[src/rtl/monitor_regs_pkg.sv]
// Purpose: constants for the monitor rate, trim and result register slice
// Assumes: 16-bit register words, 7-bit register addresses
// Notes:   field positions differ between the serial and two-wire host ports
package monitor_regs_pkg;
  localparam logic [6:0]  ADDR_CONV_SPEED    = 7'h0B;
  localparam logic [6:0]  ADDR_TRIM1         = 7'h21;
  localparam logic [6:0]  ADDR_TRIM2         = 7'h22;
  localparam logic [6:0]  ADDR_RESULT_FIRST  = 7'h23;
  localparam logic [6:0]  ADDR_RESULT_LAST   = 7'h32;
  localparam int          SPEED_LSB_SPI      = 0;
  localparam int          SPEED_LSB_I2C      = 8;
  localparam int          TRIM_LSB_SPI       = 0;
  localparam int          TRIM_LSB_I2C       = 8;
  localparam logic [15:0] CONV_SPEED_RST_SPI = 16'h0007;
  localparam logic [15:0] CONV_SPEED_RST_I2C = 16'h07FF;
  localparam logic [15:0] TRIM_RST_SPI       = 16'h0000;
  localparam logic [15:0] TRIM_RST_I2C       = 16'h00FF;
  localparam logic [2:0]  SPEED_BASE         = 3'h7;
  localparam logic [11:0] RESULT_RST         = 12'h000;
  localparam int          RESULT_COUNT       = 16;
  localparam longint      CLK_HZ             = 125000000;
  // monitoring cycle times in ms
  localparam longint CYC_MS_LOCAL      = 15;
  localparam longint CYC_MS_ONE        = 44;
  localparam longint CYC_MS_ONE_RC     = 93;
  localparam longint CYC_MS_ONE_LOC    = 59;
  localparam longint CYC_MS_ONE_LOC_RC = 108;
  localparam longint CYC_MS_TWO        = 88;
  localparam longint CYC_MS_TWO_RC     = 186;
  localparam longint CYC_MS_ALL        = 103;
  localparam longint CYC_MS_ALL_RC     = 201;
  localparam longint MS_CYCLES         = CLK_HZ / 1000;
endpackage

[src/rtl/cycle_timer.sv]
// Purpose: free-running monitoring cycle counter with a pulse at each wrap
// Assumes: period given in clock cycles, at least 1
// Notes:   a shorter period takes effect at once; counter restarts past it
`timescale 1ns/1ps
module cycle_timer (
  input  wire logic        clk,     // system clock
  input  wire logic        rst_b,   // synchronous reset, active low
  input  wire logic [31:0] period,  // cycle length in clocks
  output logic             tick     // one-cycle pulse at cycle end
);
  typedef struct packed {
    logic [31:0] count;
    logic        tick;
  } timer_s;
  timer_s st;
  timer_s next_st;
  always_comb begin
    next_st = st;
    next_st.tick = 1'b0;
    if (st.count + 32'h1 >= period) begin
      next_st.count = 32'h0;
      next_st.tick = 1'b1;
    end else begin
      next_st.count = st.count + 32'h1;
    end
  end
  always_ff @(posedge clk) begin
    if (!rst_b) begin
      st <= '0;
    end else begin
      st <= next_st;
    end
  end
  assign tick = st.tick;
endmodule

[src/rtl/monitor_rate_trim_result_regs.sv]
// Purpose: conversion-speed, ideality-trim and conversion-result registers
// Assumes: host port logic presents one-cycle read/write strobes, 16-bit data
// Notes:   i2c_mode picks field layout and reset values; results come from ADC
`timescale 1ns/1ps
// Notes on behaviour
// - The speed selector sits in bits 2..0 over SPI and bits 10..8 over I2C.
// - Selector 000 means 128x base speed, halving per step, 111 is base speed.
// - After reset the speed register reads 0007h over SPI and 07FFh over I2C.
// - Local sensor alone gives a 15 ms monitoring cycle.
// - One remote sensor alone gives 44 ms, or 93 ms with correction.
// - One remote plus local gives 59 ms, or 108 ms with correction.
// - Both remotes without local give 88 ms, or 186 ms with correction.
// - All three sensors give 103 ms, or 201 ms with correction.
// - Only the trim byte of each trim register matters, the other byte is ignored.
// - Trim registers sit at 21h and 22h, in bits 7..0 over SPI and 15..8 over I2C.
// - The trim code is a signed correction, 00h nominal, 7Fh largest, 80h smallest.
// - Sixteen read-only result registers at 23h..32h hold 12-bit results in bits 11..0.
// - Single-ended results are straight binary and reset to zero.
// - Differential pairs 0/1 and 2/3 store two's complement in results 0 and 2.
// - A correction enable bit selects the longer corrected cycle times.
// - Each sensor has an enable; a cleared one drops it from the cycle unless no remote is enabled, which keeps the 15 ms cycle.
module monitor_rate_trim_result_regs (
  input  wire logic        clk,                        // system clock, 125 MHz
  input  wire logic        rst_b,                      // synchronous reset, active low
  input  wire logic        i2c_mode,                   // 1: two-wire host layout
  input  wire logic [6:0]  reg_addr,                   // register address
  input  wire logic        reg_wr,                     // write strobe
  input  wire logic        reg_rd,                     // read strobe
  input  wire logic [15:0] reg_wdata,                  // write data
  input  wire logic        local_sense_en,             // local sensor enable
  input  wire logic        remote1_sense_en,           // remote sensor one enable
  input  wire logic        remote2_sense_en,           // remote sensor two enable
  input  wire logic        series_resistance_corr_en,  // correction enable
  input  wire logic        result_valid,               // new ADC result
  input  wire logic [3:0]  result_channel,             // channel of result
  input  wire logic [11:0] result_data,                // raw 12-bit result
  input  wire logic        diff_pair01,                // inputs 0/1 differential
  input  wire logic        diff_pair23,                // inputs 2/3 differential
  output logic [15:0]      reg_rdata,                  // read data
  output logic             reg_rvalid,                 // read data valid pulse
  output logic [2:0]       conversion_speed,           // active speed selector
  output logic [7:0]       remote1_trim_code,          // signed trim, sensor one
  output logic [7:0]       remote2_trim_code,          // signed trim, sensor two
  output logic [7:0]       speed_multiplier,           // 128 down to 1
  output logic             cycle_done                  // monitoring cycle end pulse
);
  import monitor_regs_pkg::*;

  localparam logic [31:0] CYC_LOCAL      = 32'(CYC_MS_LOCAL * MS_CYCLES);
  localparam logic [31:0] CYC_ONE        = 32'(CYC_MS_ONE * MS_CYCLES);
  localparam logic [31:0] CYC_ONE_RC     = 32'(CYC_MS_ONE_RC * MS_CYCLES);
  localparam logic [31:0] CYC_ONE_LOC    = 32'(CYC_MS_ONE_LOC * MS_CYCLES);
  localparam logic [31:0] CYC_ONE_LOC_RC = 32'(CYC_MS_ONE_LOC_RC * MS_CYCLES);
  localparam logic [31:0] CYC_TWO        = 32'(CYC_MS_TWO * MS_CYCLES);
  localparam logic [31:0] CYC_TWO_RC     = 32'(CYC_MS_TWO_RC * MS_CYCLES);
  localparam logic [31:0] CYC_ALL        = 32'(CYC_MS_ALL * MS_CYCLES);
  localparam logic [31:0] CYC_ALL_RC     = 32'(CYC_MS_ALL_RC * MS_CYCLES);

  typedef struct packed {
    logic [15:0]                    conv_speed_word;
    logic [15:0]                    trim1_word;
    logic [15:0]                    trim2_word;
    logic [RESULT_COUNT-1:0][11:0]  results;
    logic [15:0]                    rdata;
    logic                           rvalid;
    logic [2:0]                     speed;
    logic [7:0]                     trim1;
    logic [7:0]                     trim2;
    logic [7:0]                     mult;
    logic                           done;
  } regs_s;

  regs_s       st;
  regs_s       next_st;
  logic [31:0] cycle_period;
  logic        tick;
  logic [1:0]  remote_count;
  logic [6:0]  result_off;

  // cycle time from active sensors and correction option
  always_comb begin
    remote_count = {1'b0, remote1_sense_en} + {1'b0, remote2_sense_en};
    cycle_period = CYC_LOCAL;
    unique case (remote_count)
      2'd0: cycle_period = CYC_LOCAL;
      2'd1: begin
        if (local_sense_en) begin
          cycle_period = series_resistance_corr_en ? CYC_ONE_LOC_RC : CYC_ONE_LOC;
        end else begin
          cycle_period = series_resistance_corr_en ? CYC_ONE_RC : CYC_ONE;
        end
      end
      2'd2: begin
        if (local_sense_en) begin
          cycle_period = series_resistance_corr_en ? CYC_ALL_RC : CYC_ALL;
        end else begin
          cycle_period = series_resistance_corr_en ? CYC_TWO_RC : CYC_TWO;
        end
      end
      default: cycle_period = CYC_LOCAL;
    endcase
  end

  cycle_timer u_cycle_timer (
    .clk    (clk),
    .rst_b  (rst_b),
    .period (cycle_period),
    .tick   (tick)
  );

  assign result_off = reg_addr - ADDR_RESULT_FIRST;

  always_comb begin
    next_st = st;
    next_st.rvalid = 1'b0;
    next_st.done = tick;
    if (reg_wr) begin
      // whole word stored so reserved bits read back; only the field acts
      unique case (reg_addr)
        ADDR_CONV_SPEED: next_st.conv_speed_word = reg_wdata;
        ADDR_TRIM1:      next_st.trim1_word = reg_wdata;
        ADDR_TRIM2:      next_st.trim2_word = reg_wdata;
        default: ;  // results and unmapped addresses ignore writes
      endcase
    end
    if (result_valid) begin
      // differential pairs land in results 0 and 2 as two's complement
      next_st.results[result_channel] = result_data;
      if ((diff_pair01 && result_channel == 4'h1) || (diff_pair23 && result_channel == 4'h3)) begin
        next_st.results[result_channel] = st.results[result_channel];
      end
    end
    if (reg_rd) begin
      next_st.rvalid = 1'b1;
      next_st.rdata = 16'h0000;
      if (reg_addr == ADDR_CONV_SPEED) begin
        next_st.rdata = st.conv_speed_word;
      end else if (reg_addr == ADDR_TRIM1) begin
        next_st.rdata = st.trim1_word;
      end else if (reg_addr == ADDR_TRIM2) begin
        next_st.rdata = st.trim2_word;
      end else if (reg_addr >= ADDR_RESULT_FIRST && reg_addr <= ADDR_RESULT_LAST) begin
        next_st.rdata = {4'h0, st.results[result_off[3:0]]};
      end
    end
    // selector and trim taken from the field of the current layout
    next_st.speed = i2c_mode ? next_st.conv_speed_word[SPEED_LSB_I2C +: 3]
                             : next_st.conv_speed_word[SPEED_LSB_SPI +: 3];
    next_st.trim1 = i2c_mode ? next_st.trim1_word[TRIM_LSB_I2C +: 8]
                             : next_st.trim1_word[TRIM_LSB_SPI +: 8];
    next_st.trim2 = i2c_mode ? next_st.trim2_word[TRIM_LSB_I2C +: 8]
                             : next_st.trim2_word[TRIM_LSB_SPI +: 8];
    next_st.mult = 8'h80 >> next_st.speed;
  end

  always_ff @(posedge clk) begin
    if (!rst_b) begin
      st <= '0;
      st.conv_speed_word <= i2c_mode ? CONV_SPEED_RST_I2C : CONV_SPEED_RST_SPI;
      st.trim1_word <= i2c_mode ? TRIM_RST_I2C : TRIM_RST_SPI;
      st.trim2_word <= i2c_mode ? TRIM_RST_I2C : TRIM_RST_SPI;
      st.results <= {RESULT_COUNT{RESULT_RST}};
      st.speed <= SPEED_BASE;
      st.mult <= 8'h01;
    end else begin
      st <= next_st;
    end
  end

  assign reg_rdata         = st.rdata;
  assign reg_rvalid        = st.rvalid;
  assign conversion_speed  = st.speed;
  assign remote1_trim_code = st.trim1;
  assign remote2_trim_code = st.trim2;
  assign speed_multiplier  = st.mult;
  assign cycle_done        = st.done;
endmodule

[config.mk]
export PLATFORM = sky130hd
export DESIGN_NAME = monitor_rate_trim_result_regs
export DESIGN_NICKNAME = d
export VERILOG_FILES = /design/src/rtl/monitor_regs_pkg.sv /design/src/rtl/cycle_timer.sv /design/src/rtl/monitor_rate_trim_result_regs.sv
export SDC_FILE = /design/constraint.sdc
export NUM_CORES = 1
export LEC_CHECK = 0
export BUFFER_PORTS_ARGS = -buffer_cell sky130_fd_sc_hd__buf_2
export CAP_MARGIN = 20
export CORE_ASPECT_RATIO = 0.5
export CORE_MARGIN = 2
export CORE_UTILIZATION = 50
export CTS_BUF_LIST = sky130_fd_sc_hd__clkbuf_4
export DETAILED_ROUTE_END_ITERATION = 16
export GPL_TIMING_DRIVEN = 0
export PLACE_DENSITY = 0.68
export SLEW_MARGIN = 20
export SYNTH_ARGS = -nofsm -noshare
export SYNTH_HDL_FRONTEND = slang
export SYNTH_HIERARCHICAL = 1
export SYNTH_SLANG_ARGS = --single-unit
[constraint.sdc]
create_clock -name clk -period 7.95 [get_ports clk]
set_clock_uncertainty 0.15 [all_clocks]
set_input_delay 0.3975 -clock clk [delete_from_list [all_inputs] [get_ports clk]]
set_output_delay 0.3975 -clock clk [all_outputs]
set_load 0.1 [all_outputs]
==> impl_metrics.yaml <==
hold_path:
  min_path_cells: 4
  hold_path_class: "in2reg"
place:
  hpwl_um: 33700
  gp_congestion: 0.920
  io_buffers: 91
power:
  power_density_nw_per_um2: 188
  leakage_nw: 9.55
  vdd_drop_max_uv: 87.4
sta:
  setup_tns_ns: 0
  final_hold_viol_count: 0
  fin_hold_ws_ns: 0.0421
  post-route-period-util_pct: 47.3
  rsz0062_at_grt: "no"
  relSlewSlack_pct: 23.9
  worst_pin_slew_ns: 1.11
  setup_violations: 0
  period_needed_ns: 3.76
  slew_viol_final: 0
  fmax_ghz: 0.266
logic_synthesis:
  synth_cells: 1610
  synth-adder-area-share_pct: 3.35
  yosys_warnings: 6
  post_synth_and_or_nand_nor_area_fraction_pct: 14.7
  synth_ff_type: "dfxtp_1"
  synth_compound_area_share_pct: 19.9
  synthDistinctLibCells: 64
  syn_area_sq_um: 16100
  synth.area.mux_share_pct: 12.8
  synth_seq_area_share_pct: 40.2
  synthXorXnorAreaFrac_pct: 1.77
  async_flop_share_pct: 0
  synth_edf_count: 10
  syn_avg_cell_area_sq_um: 9.99
  ys_ff_latch: 318
  synth_top_family_by_area: "compound AO/OA/AOI/OAI gates"
route:
  vias: 13408
  drc: 0
  wl_per_cell_um: 20.6
  ant_nets: 0
  met1_length_um: 20600
  drtPass1Iterations: 6
  wl_met2_um: 21500
  dr.max_layer_used: "met5"
  routed_wl_um: 47200
  via_per_inst: 5.85
  drtIter0Drc: 1105
  met3WireLength_um: 3600
grt:
  overflow: 0
  antenna_found_initial: 2
  first_global_vias: 12694
  grt_max_degree: 11
  grt_pass1_wl_um: 71300
  grt_use_total_pct: 27.6
run_status:
  status: "complete, no violations"
critical_path:
  reg2reg_depth: 11
  worstPathArrival_ns: 4.25
  cp_max_fo: 10
  criticalPathCategory: "in2reg"
  start_kind: "input pin"
  crit_required_ns: 8.44
  end_kind: "flip-flop"
floorplanning:
  num_rows: 46
  design.portCount: 96
  core_sq_um: 31700
  die_w_um: 258
  start_util_pct: 50.8
  die_h_um: 131
  design.die.area_sq_um: 33700
clock_network:
  insertion_delay_ns: 0.78
  cts_made_buffers: 76
  cts_max_level: 3
  clockBufferDepth: 3
  cts-resized-gates: 0
  cts_sinks: 318
  cts-root-buf: "clkbuf_4"
  path_clk_slew_ns: 0.07
  cts_tree: "yes"
flow_run:
  drv_cap: 0
layout:
  syn2layout_area_growth_pct: 13.3
  drive_gt1_share_pct: 21.2
  final_cell_mix: "dfxtp_1 (308), nand2_1 (242), o211a_1 (200), buf_2 (114), clkbuf_4 (109)"
  final_common_cell: "dfxtp_1"
  nFillCells: 2816
  finalNetCount: 1902
[registers in the layout, indices dropped and copies added (netlist names)]
register,cells
st,240
u_cycle_timer/st,32
reg_rdata,16
remote1_trim_code,8
remote2_trim_code,8
speed_multiplier,8
conversion_speed,3
cycle_done,1
reg_rvalid,1
u_cycle_timer/tick,1
[Yosys cell counts (all sizes together) (7+ instances only)]
| cell type | instances | share of area, % |
|---|---|---|
| mux4 | 63 | 8.8 |
| nand4 | 15 | 0.62 |
| nor4 | 8 | 0.44 |
| a21o | 7 | 0.33 |
| buf | 72 | 3.0 |
| xor2 | 7 | 0.38 |
| and2 | 7 | 0.27 |
| o21a | 7 | 0.33 |
| clkbuf | 103 | 2.4 |
| nor2 | 29 | 0.68 |
| o211a | 200 | 12 |
| nand2 | 242 | 5.6 |
| o21ai | 17 | 0.53 |
| nor3b | 32 | 1.9 |
| inv | 81 | 1.9 |
| a21boi | 26 | 1.2 |
| o22ai | 12 | 0.47 |
| a31oi | 18 | 0.79 |
| mux2i | 45 | 2.8 |
| dfxtp | 308 | 38 |
| a221oi | 12 | 0.65 |
| a21oi | 47 | 1.5 |
| nor3 | 37 | 1.4 |
| a211oi | 11 | 0.51 |
| xnor2 | 23 | 1.4 |
| nor2b | 28 | 1.1 |
| edfxtp | 10 | 1.9 |
| mux2 | 16 | 1.1 |
| o31ai | 14 | 0.65 |
| ha | 43 | 3.3 |
| nand2b | 17 | 0.68 |
| and3 | 10 | 0.39 |
| nand3 | 18 | 0.78 |
[final timing paths]
check / from / endpoint / slack (ns)
worst max-delay path: reg_addr[0] / reg_rdata[6] / 4.19
worst min-delay path: result_channel[2] / st[72] / 0.04
worst max register to register: u_cycle_timer/st[1] / u_cycle_timer/st[12] / 4.23
worst min register to register: u_cycle_timer/tick / cycle_done / 0.32
[stage by stage]
step	total power [mW]	cells	setup WS (ns)	utilization [%]	area, sq um
final	3.43	2291	4.19	57.6	18200
after global placement	2.15	2143	3.41	54.1	17100
after CTS	3.44	2290	4.22	57.5	18200
after global routing	3.56	2291	4.03	57.6	18200
after detailed placement	2.15	2144	3.39	54.1	17100
after floorplan	2.02	1620	4.83	-	16100
[cells by family (layout without fill, tap and decap cells)]
group,after synthesis,after routing
AO/OA/AOI/OAI,381,381
AND/OR/NAND/NOR,457,457
adder cells (fa/ha/maj),43,43
other,1,12
flip-flops,318,318
multiplexers,124,124
buffers and inverters,256,494
XOR/XNOR,30,30
[final cells by class]
class	instances	area [sq um]	share of cell area, %
Tap cell	432	541	2.97
Timing Repair Buffer	110	643	3.53
Inverter	81	304	1.67
Multi-Input combinational cell	1046	8510	46.7
Clock inverter	19	76.3	0.419
Antenna cell	1	2.50	0.0137
Sequential cell	318	6470	35.5
Buffer	175	870	4.77
Clock buffer	109	818	4.49
[per-layer routing]
metal	vias to the layer above	global-route usage [%]
met5	-	0
met4	2	10.8
met3	94	6.33
met2	559	44.9
met1	6531	36.0
li1	6222	-
[timing repair]
action                    in CTS  in global routing
buffers inserted               0                  0
hold endpoints to repair      72                  0
hold buffers                  18                  0
[worst max-delay path, cell delays in order]
cell and delay, ns:
buf_2 0.13, clkbuf_1 0.41, buf_2 0.44, inv_1 0.09, ha_1 0.37, clkbuf_1 0.54, clkbuf_1 0.55, mux4_2 0.46
inv_1 0.08, o22ai_1 0.14, o31ai_1 0.50, a21oi_1 0.13
[power by group]
part	switching, mW	leakage (nW)	internal, mW
sequential	0.0292	2.60	1.65
combinational	0.304	6.41	0.147
clock	0.673	0.540	0.628
(Power assumes the default switching activity.)
